$ cat config.mk
export PLATFORM = sky130hd
export DESIGN_NAME = clk_sync
export DESIGN_NICKNAME = d
export VERILOG_FILES = /design/src/clk_sync.v
export VERILOG_INCLUDE_DIRS = /design/src
export SDC_FILE = /design/constraint.sdc
export NUM_CORES = 1
export LEC_CHECK = 0
export ABC_AREA = 0
export BUFFER_PORTS_ARGS = -buffer_cell sky130_fd_sc_hd__buf_4
export CORE_MARGIN = 2
export CORE_UTILIZATION = 35
export CTS_CLUSTER_DIAMETER = 200
export CTS_CLUSTER_SIZE = 16
export DETAILED_ROUTE_END_ITERATION = 6
export GPL_TIMING_DRIVEN = 0
export HOLD_SLACK_MARGIN = 0.02
export PLACE_DENSITY = 0.6
export SLEW_MARGIN = 20
export SYNTH_ARGS = -nofsm -noshare
export SYNTH_HDL_FRONTEND = slang
export SYNTH_SLANG_ARGS = --single-unit
$ cat constraint.sdc
create_clock -name CLK_SYS_I -period 2.9 [get_ports CLK_SYS_I]
set_clock_uncertainty 0.15 [all_clocks]
set_input_delay 0.58 -clock CLK_SYS_I [delete_from_list [all_inputs] [get_ports CLK_SYS_I]]
set_output_delay 0.58 -clock CLK_SYS_I [all_outputs]
set_load 0.02 [all_outputs]
$ cat src/clk_sync_defs.vh
`ifndef CLK_SYNC_DEFS_VH
`define CLK_SYNC_DEFS_VH
// ----------------------------------------
// Timing figures and derived cycle counts
// ----------------------------------------
`define SYS_CLK_MHZ        125
`define LOW_STD_NS         4700
`define LOW_FAST_NS        1300
`define HIGH_STD_NS        4000
`define HIGH_FAST_NS       600
`define BUS_FREE_STD_NS    4700
`define BUS_FREE_FAST_NS   1300
`define DATA_HOLD_NS       300
`define RISE_STD_NS        1000
`define SETUP_STD_NS       250
// Least times round up to whole cycles
`define NS_TO_CYC_UP(ns)   (((ns) * `SYS_CLK_MHZ + 999) / 1000)
`define LOW_STD_CYC        `NS_TO_CYC_UP(`LOW_STD_NS)
`define LOW_FAST_CYC       `NS_TO_CYC_UP(`LOW_FAST_NS)
`define HIGH_STD_CYC       `NS_TO_CYC_UP(`HIGH_STD_NS)
`define HIGH_FAST_CYC      `NS_TO_CYC_UP(`HIGH_FAST_NS)
`define BUS_FREE_STD_CYC   `NS_TO_CYC_UP(`BUS_FREE_STD_NS)
`define BUS_FREE_FAST_CYC  `NS_TO_CYC_UP(`BUS_FREE_FAST_NS)
`define DATA_HOLD_CYC      `NS_TO_CYC_UP(`DATA_HOLD_NS)
`define DATA_LEAD_CYC      `NS_TO_CYC_UP(`RISE_STD_NS + `SETUP_STD_NS)
`endif

$ cat src/clk_sync.v
// Behaviour
// - The clock pin is only pulled low or released, and sync starts at the first falling clock edge after the clock is enabled for arbitration.
// - A falling clock line edge from any device restarts our low count.
// - After the clock goes low we hold it low until our low count ends.
// - When our low count ends with STRETCH_I low we release and wait, not counting high while the line stays low.
// - When the line is sensed high we start counting our high period.
// - When our high count ends first we pull the line low, restarting everyone's low count.
// - A transmitted data bit stays stable for a minimum delay after each falling clock.
// - When stretching, the next data bit goes out only while over 157 cycles of low count remain, which the 163-cycle fast low never allows after the hold delay.
// - A new start is held off until the bus has been free for 4.7 us or 1.3 us after a stop.
// - Clock and data outputs only pull low or release, never drive high.
module clk_sync #(
    parameter CW = 16
) (
    input  wire          CLK_SYS_I,
    input  wire          RESET_I,
    input  wire          ENABLE_I,
    input  wire          FAST_MODE_I,
    input  wire          STRETCH_I,
    input  wire          TX_BIT_I,
    input  wire          TX_EN_I,
    input  wire          START_REQ_I,
    input  wire          SCL_I,
    input  wire          SDA_I,
    output wire          SCL_O,
    output wire          SCL_OE_O,
    output wire          SDA_O,
    output wire          SDA_OE_O,
    output wire          SCL_FALL_O,
    output wire          BUS_FREE_O,
    output wire          START_OK_O
);
`include "clk_sync_defs.vh"

    localparam ST_IDLE = 4'b0001;
    localparam ST_LOW  = 4'b0010;
    localparam ST_WAIT = 4'b0100;
    localparam ST_HIGH = 4'b1000;

    // Cycle counts cut to counter width once, here
    localparam [CW-1:0] LOW_F_CYC  = `LOW_FAST_CYC;
    localparam [CW-1:0] LOW_S_CYC  = `LOW_STD_CYC;
    localparam [CW-1:0] HIGH_F_CYC = `HIGH_FAST_CYC;
    localparam [CW-1:0] HIGH_S_CYC = `HIGH_STD_CYC;
    localparam [CW-1:0] FREE_F_CYC = `BUS_FREE_FAST_CYC;
    localparam [CW-1:0] FREE_S_CYC = `BUS_FREE_STD_CYC;
    localparam [CW-1:0] HOLD_CYC   = `DATA_HOLD_CYC;
    localparam [CW-1:0] LEAD_CYC   = `DATA_LEAD_CYC;
    localparam [CW-1:0] ONE_CYC    = 1;

    // ----------------------------------------
    // Pin synchronisers
    // ----------------------------------------
    reg  scl_m_q, scl_s_q, scl_p_q;
    reg  sda_m_q, sda_s_q, sda_p_q;

    // Two stages before any logic looks at the pins
    always @(posedge CLK_SYS_I) begin
        if (RESET_I) begin
            scl_m_q <= 1'b1;
            scl_s_q <= 1'b1;
            scl_p_q <= 1'b1;
            sda_m_q <= 1'b1;
            sda_s_q <= 1'b1;
            sda_p_q <= 1'b1;
        end else begin
            scl_m_q <= SCL_I;
            scl_s_q <= scl_m_q;
            scl_p_q <= scl_s_q;
            sda_m_q <= SDA_I;
            sda_s_q <= sda_m_q;
            sda_p_q <= sda_s_q;
        end
    end

    wire scl_fall = scl_p_q & ~scl_s_q;
    wire scl_rise = ~scl_p_q & scl_s_q;
    wire stop_seen = scl_s_q & ~sda_p_q & sda_s_q;
    wire start_seen = scl_s_q & sda_p_q & ~sda_s_q;

    // ----------------------------------------
    // Period selection
    // ----------------------------------------
    function [CW-1:0] pick;
        input          fast;
        input [CW-1:0] f_cyc;
        input [CW-1:0] s_cyc;
        begin
            pick = fast ? f_cyc : s_cyc;
        end
    endfunction

    wire [CW-1:0] low_cyc  = pick(FAST_MODE_I, LOW_F_CYC,
                                  LOW_S_CYC);
    wire [CW-1:0] high_cyc = pick(FAST_MODE_I, HIGH_F_CYC,
                                  HIGH_S_CYC);
    wire [CW-1:0] free_cyc = pick(FAST_MODE_I, FREE_F_CYC,
                                  FREE_S_CYC);

    // ----------------------------------------
    // Clock low/high state machine
    // ----------------------------------------
    reg [3:0]    state_q, state_d;
    reg [CW-1:0] cnt_q, cnt_d;
    reg          scl_pull_q, scl_pull_d;

    // Pin is sampled late by the synchroniser, so counts run a few
    // cycles long; that only lengthens the minimum times.
    always @* begin
        state_d    = state_q;
        cnt_d      = cnt_q;
        scl_pull_d = scl_pull_q;
        case (state_q)
        ST_IDLE: begin
            scl_pull_d = 1'b0;
            if (ENABLE_I && scl_fall) begin
                state_d    = ST_LOW;
                cnt_d      = low_cyc;
                scl_pull_d = 1'b1;
            end
        end
        ST_LOW: begin
            scl_pull_d = 1'b1;
            if (cnt_q > 1)
                cnt_d = cnt_q - 1'b1;
            else if (!STRETCH_I) begin
                state_d    = ST_WAIT;
                scl_pull_d = 1'b0;
            end
        end
        ST_WAIT: begin
            scl_pull_d = 1'b0;
            if (scl_rise || scl_s_q) begin
                state_d = ST_HIGH;
                cnt_d   = high_cyc;
            end
        end
        ST_HIGH: begin
            if (scl_fall) begin
                state_d    = ST_LOW;
                cnt_d      = low_cyc;
                scl_pull_d = 1'b1;
            end else if (cnt_q > 1)
                cnt_d = cnt_q - 1'b1;
            else begin
                state_d    = ST_LOW;
                cnt_d      = low_cyc;
                scl_pull_d = 1'b1;
            end
        end
        default: begin
            state_d    = ST_IDLE;
            scl_pull_d = 1'b0;
        end
        endcase
        if (!ENABLE_I) begin
            state_d    = ST_IDLE;
            scl_pull_d = 1'b0;
        end
    end

    always @(posedge CLK_SYS_I) begin
        if (RESET_I) begin
            state_q    <= ST_IDLE;
            cnt_q      <= {CW{1'b0}};
            scl_pull_q <= 1'b0;
        end else begin
            state_q    <= state_d;
            cnt_q      <= cnt_d;
            scl_pull_q <= scl_pull_d;
        end
    end

    // ----------------------------------------
    // Data hold and early data placement
    // ----------------------------------------
    reg [CW-1:0] hold_q;
    reg          sda_pull_q;

    // Data may only change once the hold delay after a fall has run out
    // and, when stretching, while enough low time remains before release.
    // Synced pin lags the wire, so data only moves while we ourselves
    // hold the clock low, with at least one held cycle still to come.
    wire lead_ok = !STRETCH_I || (cnt_q > LEAD_CYC);
    wire own_low = (state_q == ST_LOW) && (cnt_q > ONE_CYC);
    // Our own pull is a fall too, seen before the synced edge arrives
    wire own_fall = scl_pull_d && !scl_pull_q;
    always @(posedge CLK_SYS_I) begin
        if (RESET_I) begin
            hold_q     <= {CW{1'b0}};
            sda_pull_q <= 1'b0;
        end else begin
            if (scl_fall || own_fall)
                hold_q <= HOLD_CYC;
            else if (hold_q != 0)
                hold_q <= hold_q - 1'b1;
            if (!TX_EN_I)
                sda_pull_q <= 1'b0;
            else if (own_low && !scl_fall && hold_q == 0 && lead_ok)
                sda_pull_q <= ~TX_BIT_I;
        end
    end

    // ----------------------------------------
    // Bus free timer
    // ----------------------------------------
    reg [CW-1:0] free_q;
    reg          busy_q;

    always @(posedge CLK_SYS_I) begin
        if (RESET_I) begin
            busy_q <= 1'b0;
            free_q <= {CW{1'b0}};
        end else begin
            if (start_seen || scl_fall)
                busy_q <= 1'b1;
            else if (stop_seen) begin
                busy_q <= 1'b0;
                free_q <= free_cyc;
            end else if (!busy_q && free_q != 0)
                free_q <= free_q - 1'b1;
        end
    end

    assign BUS_FREE_O = !busy_q && free_q == 0;
    assign START_OK_O = START_REQ_I && BUS_FREE_O;
    assign SCL_FALL_O = scl_fall;

    // Open-drain: value always low, only the enable moves
    assign SCL_O    = 1'b0;
    assign SCL_OE_O = scl_pull_q;
    assign SDA_O    = 1'b0;
    assign SDA_OE_O = sda_pull_q;
endmodule

# Word level (Yosys, flattened, before mapping)
# Index checks and enable logic that the tools add are counted.
dict set report classes {
  addsub 3
  order_cmp 3
  eq_ne 10
  n_mux 28
  bitwise_logic 14
  reduce_logical 31
}
# operator n
set ops {}
lappend ops {{2-to-1 mux 16 bit} 7}
lappend ops {{one-hot mux 16 bit (4 select lines)} 1}
lappend ops {{subtractor 16 x 1 -> 16 bit (second input constant)} 3}
lappend ops {{greater-than comparator 16 x 1 -> 1 bit (second input constant)} 2}
lappend ops {{logical NOT 16 bit} 2}
lappend ops {{nonzero test 16 bit} 2}
lappend ops {{2-to-1 mux 4 bit} 6}
lappend ops {{greater-than comparator 16 x 8 -> 1 bit (second input constant)} 1}
lappend ops {{one-hot mux 4 bit (4 select lines)} 1}
lappend ops {{2-to-1 mux 6 bit} 2}
lappend ops {{2-to-1 mux 10 bit} 1}
lappend ops {{inequality test 2 bit (second input constant)} 5}
lappend ops {{logical AND 1 bit} 9}
lappend ops {{2-to-1 mux 9 bit} 1}
lappend ops {{2-to-1 mux 1 bit} 8}
lappend ops {{NOT 1 bit} 8}
lappend ops {{AND 1 bit} 6}
lappend ops {{nonzero test 2 bit} 3}
lappend ops {{OR reduction 2 bit} 3}
lappend ops {{AND reduction 5 bit} 1}
lappend ops {{== test 4 x 1 -> 1 bit (second input constant)} 1}
lappend ops {{== test 4 x 2 -> 1 bit (second input constant)} 1}
lappend ops {{== test 4 x 3 -> 1 bit (second input constant)} 1}
lappend ops {{== test 4 bit (second input constant)} 1}
lappend ops {{7 further kinds} 13}
dict set report totals {
  reg_bits 61
  inputBits 10
  out_inout_bits 7
  word_cells 103
}

# Longest topological paths before layout
# Gate-level depths: netlist (run 1).
dict set report depth {
  word_depth 9
  ltp_mapped 9
  mapped_depth_nobuf 8
}

# Least setup slack after synthesis (run 1)
# OpenSTA, ideal clock, no wires.
dict set report synth_timing {
  kind {register -> output}
  startpoint {reg free_q[5]}
  endpoint {out START_OK_O}
  arrival_time_ns 2.263
  path_slack_ns -0.093
  stages_incl_launch_ff 7
  path_buffers 1
  cell_sequence {dfxtp_1 > or3_1 > clkbuf_1 > or2_2 > or4_1 > nor2_1 > and2_1}
}
dict set report synth_between {
  elab_chain_len 3
}
# element line
set synth_rtl {}
lappend synth_rtl {{start: declaration} clk_sync.v:207} ;# reg [CW-1:0] free_q;
lappend synth_rtl {{start signal: assignment} clk_sync.v:213} ;# free_q <= {CW{1'b0}};
lappend synth_rtl {{start signal: assignment} clk_sync.v:219} ;# free_q <= free_cyc;
lappend synth_rtl {{start signal: assignment} clk_sync.v:221} ;# free_q <= free_q - 1'b1;
lappend synth_rtl {{logical NOT 16 bit} clk_sync.v:225} ;# assign BUS_FREE_O = !busy_q && free_q == 0;
lappend synth_rtl {{logical AND 1 bit} clk_sync.v:225}
lappend synth_rtl {{via BUS_FREE_O} clk_sync.v:30} ;# output wire BUS_FREE_O,
lappend synth_rtl {{logical AND 1 bit} clk_sync.v:226} ;# assign START_OK_O = START_REQ_I && BUS_FREE_O;
lappend synth_rtl {{end: declaration} clk_sync.v:31} ;# output wire START_OK_O
# The timed path passes the listed nets, and every way through them passes these cells.

# Worst setup path after layout (run 1)
dict set report layout_timing {
  startpoint {reg free_q[14]}
  endpoint {out START_OK_O}
}
dict set report layout_between {
  elab_chain_len 3
}
# element line
set layout_rtl {}
lappend layout_rtl {{logical NOT 16 bit} clk_sync.v:225}
lappend layout_rtl {{logical AND 1 bit} clk_sync.v:225}
lappend layout_rtl {{logical AND 1 bit} clk_sync.v:226}
# No other way between the ends.

==> impl_results.md, run 1 <==
- Post-DR wirelength/cell: 13.68 um
- Wl on met1: 3741 um
- CTS Sinks: 61
- Final worst slack: 0.09496 ns
- Core area: 9240 um2
- Die Wd: 101.8 um
- Asr flop ratio synth: 0
- Post-DP HPWL: 5580 um
- #FFs+latches synth: 61
- I/O pins: 17
- Longest Clk Path Bufs: 2
- Hold buffer count at cts: 0
- Post-synth EDFFs: 0
- CTS tree: yes
- Clk_lat worst skew: 0.34 ns
- Reg power frac: 0.341
- Switching power: 1.308 mW
- Area growth syn-to-layout: 16.12%
- Max incr delay on CP: 0.55 ns
- Antenna viol nets, final: 0
- Die span in y: 101.8 um
- Flop-to-flop setup slack: 0.20 ns
- # rows: 35
- Number of global-route vias before repair: 2813
- Sw Share: 0.3773
- Critical Path Most Common Cell: or4_4
- Initial antenna violation count: 0
- Comb pwr share: 0.440
- Gate Count Post-Synth: 401
- Top Metal Used: met4
- Status: finished, final reports clean
- Post-route DRC: 0
- Synthesized cell area: 3346 um2
- Total global-route track usage: 0.1613
- RSZ-0062 raised after global routing: no
- Final Hold Fails: 0
- Worst-path clk slew: 0.08 ns
- Fin crit period: 2.805 ns
- Peak VDD IR: 0.5611 mV
- CP cell instances: or4_4 -> or4_4 -> nor2_4 -> and2_4 -> buf_6
- Sequential area share after synthesis: 0.3650
- Non-Filler Instances: 564
- Power Density: 892.5 nW/um2
- CP Max Fanout: 4
- Pre-antenna DRT Iters: 5
- Setup TNS: 0 ns
- Via-per-instance ratio: 5.369
- Prevailing post-synth register cell: dfxtp_1
- Ratio of cells with drive above 1 in the final layout: 0.1839
- DP Cell Count: 544
- Clock share of power: 0.219
- First-pass GRT wire length: 13230 um
- CP Capture Type: output port
- Htree depth: 3
- Final Max Tran Viols: 0
- Root buffer cell: clkbuf_8
- P_leak: 1.488 nW
- Dpl ws: -0.01912 ns
- Final Total Pwr: 3.467 mW
- Iter 0 DRT Violations: 270
- Max Cap Viol: 0
- Initial core utilization: 0.3621
- Period Utilization, post-route: 0.9673
- Largest net degree at the start of global routing: 13
- Via Count: 3028
- Grt ovf: 0
- Yosys cell types: 69
- Fin nets: 444
- Ys Warns: 0
- Metal3 WL: 374 um
- CP startpoint kind: register
- Final WL: 7715 um
- Slew at the pin closest to its max-slew limit: 0.9508 ns
- Slew HR: 0.3613
- Syn Area/Cell: 8.343 um2
- # diodes: 0
- Core Util, Final: 0.4204
- I/O Buffers: 13
- Setup violators final: 0
- Critical-path top delay cell: or4_4
- Die area: 10360 um2
- Worst min path class: register to register
- Fmax: 356.5 MHz
- CTS Buf Count: 9
- Crit path DAT: 2.08 ns
- Worst EP required: 2.17 ns
- Internal: 2.159 mW
- Gpl congestion: 0.8130
- Critical path class: register to output port
- Met2 Routed Length: 3441 um
registers in the layout, indices dropped and copies added (netlist names), 4 cells and up:
signal and cells:
free_q 16, state_q 4, hold_q 16, cnt_q 16
cell usage in the layout, fill, tap and decap left out, types with 11 or more instances in the layout:
cell type,count
buf_4,20
clkbuf_1,11
dfxtp_1,56
xnor2_1,19
inv_1,13
nor4_1,11
xor2_1,13
o21ai_0,15
nor2_1,41
nor3_1,11
nand2_1,29
a21oi_1,25
what timing repair did:
item | 4_1_cts | 5_1_grt
buffers inserted | 5 | 0
pin swaps | 4 | 2
endpoints found under the setup margin | 2 | 2
resized for setup | 12 | 2
power by group through the flow:
stage	Clock, mW	Sequential, mW	Combinational [mW]
6_report	0.759	1.18	1.53
3_3_place_gp	0	1.18	1.35
5_1_grt	0.819	1.21	1.71
4_1_cts	0.778	1.18	1.53
3_5_place_dp	0	1.19	1.37
2_1_floorplan	0	1.16	1.14
metrics by stage:
step | instance area (um2) | hold slack, ns
2_1_floorplan | 3353 | 0.2395
3_3_place_gp | 3612 | 0.2431
3_5_place_dp | 3612 | 0.2432
4_1_cts | 3879 | 0.2585
5_1_grt | 3885 | 0.2588
6_report | 3885 | 0.2589
per-layer routing:
layer,up-vias,GRT usage
li1,1506,-
met1,1422,0.2067
met2,87,0.2561
met3,13,0.04072
met4,0,0.07173
met5,-,0
cell usage after synthesis, types with 3 or more instances:
master	n	area, um2
and2_1	4	25.02
a211oi_1	6	45.04
clkbuf_1	12	45.04
o32ai_1	4	35.03
nand3_1	9	45.04
buf_2	3	15.01
a31oi_1	8	50.05
or4_1	5	37.54
ha_1	4	50.05
a21oi_1	25	125.1
nand2b_1	6	37.54
nand3b_1	5	37.54
xor2_1	13	113.9
nand2_1	29	108.9
nor3_1	12	60.06
a21o_1	3	22.52
nor3b_1	3	22.52
o211ai_1	3	22.52
nor4_1	11	68.82
a22o_1	5	43.79
o31ai_1	4	30.03
o21ai_0	15	75.07
inv_1	13	48.80
xnor2_1	19	166.4
buf_4	3	22.52
or3_1	10	62.56
nor2b_1	6	37.54
nor2_1	42	157.7
dfxtp_1	61	1221
or2_2	10	62.56
kinds of logic (layout without fill, tap and decap cells):
kind of cell / Yosys count / after routing / share of synthesized area
simple gates: 167 / 167 / 0.2726
mux: 2 / 2 / 0.006357
compound gates: 101 / 101 / 0.2124
other cells: 1 / 2 / 0.001121
flops: 61 / 61 / 0.3650
buf+inv: 33 / 66 / 0.04375
xor+xnor: 32 / 32 / 0.08377
fa+ha+maj: 4 / 4 / 0.01496
worst max-delay path: cells and delay by family, from the launching register on:
kind,cells,cell delay (ns)
buffers and inverters,1,0.10
DFF,1,0.33
and+or+nand+nor,4,1.30
final timing paths:
path	from	endpoint	cells past startpoint
hold reg to reg	scl_m_q$_SDFF_PP1_	scl_s_q$_SDFF_PP1_	1
hold / removal	scl_m_q$_SDFF_PP1_	scl_s_q$_SDFF_PP1_	1
setup reg to reg	cnt_q[0]$_SDFFE_PP0P_	cnt_q[9]$_SDFFE_PP0P_	8
setup / recovery	free_q[14]$_SDFFE_PP0P_	START_OK_O	5
layout make-up:
type	count	area, um2
sequential	61	1227
clock buffer	9	123.9
buffer	18	90.09
multi-input combinational	308	2017
timing repair buffer	18	138.9
inverter	14	52.55
clock inverter	7	73.82
tap	129	161.4
fill	910	5355
Note: power is estimated with default switching activity, not from simulation.
==> run 2: changes to the inputs <==
Clock period 2.9 ns to 2.8 ns, I/O delays scaled along.
==> impl_results.md, run 2 (same netlist as run 1, synthesis figures left out) <==
- Worst-path clk slew: 0.07 ns
- Final Max Tran Viols: 0
- Fin crit period: 2.786 ns
- Max Cap Viol: 0
- Via-per-instance ratio: 5.244
- Die Wd: 101.8 um
- Post-DP HPWL: 5698 um
- R2R Path Start: cnt_q[0]$_SDFFE_PP0P_
- Final WL: 7861 um
- Critical-path top delay cell: or4_4
- Root buffer cell: clkbuf_8
- Longest Clk Path Bufs: 2
- Comb pwr share: 0.433
- Setup violators final: 0
- Post-DR wirelength/cell: 13.91 um
- Worst EP required: 2.09 ns
- P_leak: 1.507 nW
- Sw Share: 0.3579
- Slew HR: 0.3836
- Fin nets: 445
- Crit path DAT: 2.08 ns
- Final Hold Fails: 0
- Final worst slack: 0.01372 ns
- FILL cells: 937
- Area growth syn-to-layout: 18.03%
- Max incr delay on CP: 0.43 ns
- Iter 0 DRT Violations: 155
- # diodes: 0
- Pre-antenna DRT Iters: 4
- I/O Buffers: 13
- Core area: 9240 um2
- Crit path max-delay family: simple AND/OR/NAND/NOR gates
- Gpl congestion: 0.8887
- Critical path class: register to output port
- Biggest regs: cnt_q: 16 flops, free_q: 16 flops, hold_q: 16 flops
- Clk_lat worst skew: 0.34 ns
- Most frequent cells in the layout: dfxtp_1 (56), nor2_1 (41), nand2_1 (29)
- Internal: 2.399 mW
- Power Density: 946.1 nW/um2
- CP Max Fanout: 3
- Via Count: 2963
- CTS Sinks: 61
- Initial antenna violation count: 0
- Htree depth: 3
- Ratio of cells with drive above 1 in the final layout: 0.1927
- Reg power frac: 0.328
- CP Capture Type: output port
- Die area: 10360 um2
- Grt ovf: 0
- Period Utilization, post-route: 0.9951
- CP cell instances: or3_4 -> or2_4 -> or4_4 -> nor2_4 -> and2_4 -> buf_6
- Number of global-route vias before repair: 2747
- Die span in y: 101.8 um
- Worst min path class: input port to register
- I/O pins: 17
- Slew at the pin closest to its max-slew limit: 0.9175 ns
- CP startpoint kind: register
- # rows: 35
- Largest net degree at the start of global routing: 11
- Post-route DRC: 0
- First-pass GRT wire length: 13110 um
- Setup TNS: 0 ns
- Clock share of power: 0.239
- Hold buffer count at cts: 0
- Commonest non-fill, non-tap cell in the layout: dfxtp_1
- Dpl ws: -0.09092 ns
- CTS tree: yes
- Total global-route track usage: 0.1610
- Crit path launch: free_q[6]$_SDFFE_PP0P_
- RSZ-0062 raised after global routing: yes
- Fmax: 358.9 MHz
- Antenna viol nets, final: 0
- Switching power: 1.337 mW
- Peak VDD IR: 0.4934 mV
- Worst Path Buf+Inv: 1
- Status: finished, final reports clean
- Hold_sp: SCL_I
- CTS Buf Count: 9
- Initial core utilization: 0.3621
run 2: changes by cell type in the layout (fill, tap and decap cells not counted):
cell | before | now
nor4_1 | 11 | 8
nor4_2 | 2 | 5
clkbuf_1 | 11 | 13
clkbuf_8 | 9 | 11
clkinv_2 | 2 | 0
clkinv_4 | 2 | 0
a211oi_1 | 6 | 5
a211oi_2 | 1 | 2
a21oi_1 | 25 | 24
a21oi_2 | 0 | 1
buf_4 | 20 | 21
bufinv_16 | 1 | 2
inv_6 | 1 | 0
run 2: metrics by stage:
step | hold slack, ns | power [mW] | cell area (um2) | utilization | cells
2_1_floorplan | 0.2395 | 2.406 | 3363 | - | 402
3_3_place_gp | 0.2406 | 2.651 | 3622 | 0.3920 | 544
3_5_place_dp | 0.2480 | 2.691 | 3622 | 0.3920 | 544
4_1_cts | 0.2351 | 3.759 | 3920 | 0.4242 | 565
5_1_grt | 0.2375 | 4.023 | 3949 | 0.4274 | 565
6_report | 0.2537 | 3.736 | 3949 | 0.4274 | 565
run 2: area by class of cell:
class | count | area, um2 | area share
timing repair buffer | 19 | 146.4 | 0.03707
sequential | 61 | 1227 | 0.3108
multi-input combinational | 308 | 2044 | 0.5177
buffer | 18 | 90.09 | 0.02281
tap | 129 | 161.4 | 0.04087
inverter | 14 | 52.55 | 0.01331
clock inverter | 3 | 67.56 | 0.01711
clock buffer | 13 | 158.9 | 0.04024
run 2: power groups by stage:
stage / clock [mW] / combinational (mW) / sequential [mW]
detailed placement: 0 / 1.45 / 1.24
CTS: 0.917 / 1.62 / 1.22
global placement: 0 / 1.42 / 1.23
finish: 0.894 / 1.62 / 1.23
global route: 0.960 / 1.81 / 1.26
floorplan: 0 / 1.21 / 1.20
run 2: worst paths after layout:
check / depth (start not counted) / slack (ns) / end
setup / recovery: 6 / 0.01 / START_OK_O
hold / removal: 2 / 0.25 / scl_m_q$_SDFF_PP1_
setup reg to reg: 9 / 0.18 / cnt_q[14]$_SDFFE_PP0P_
hold reg to reg: 1 / 0.26 / sda_s_q$_SDFF_PP1_
run 2: routing by layer:
layer / vias to the layer above / global-route usage / routed length (um)
li1: 1508 / - / -
met1: 1397 / 0.2095 / 3835
met2: 50 / 0.2546 / 3585
met3: 8 / 0.03313 / 300
met5: - / 0 / 0
met4: 0 / 0.07692 / 139
run 2: what timing repair did:
| item | 4_1_cts | 5_1_grt |
|---|---|---|
| pin swaps | 7 | 0 |
| setup buffers | 6 | 0 |
| resized for setup | 10 | 6 |
| endpoints found under the setup margin | 2 | 5 |
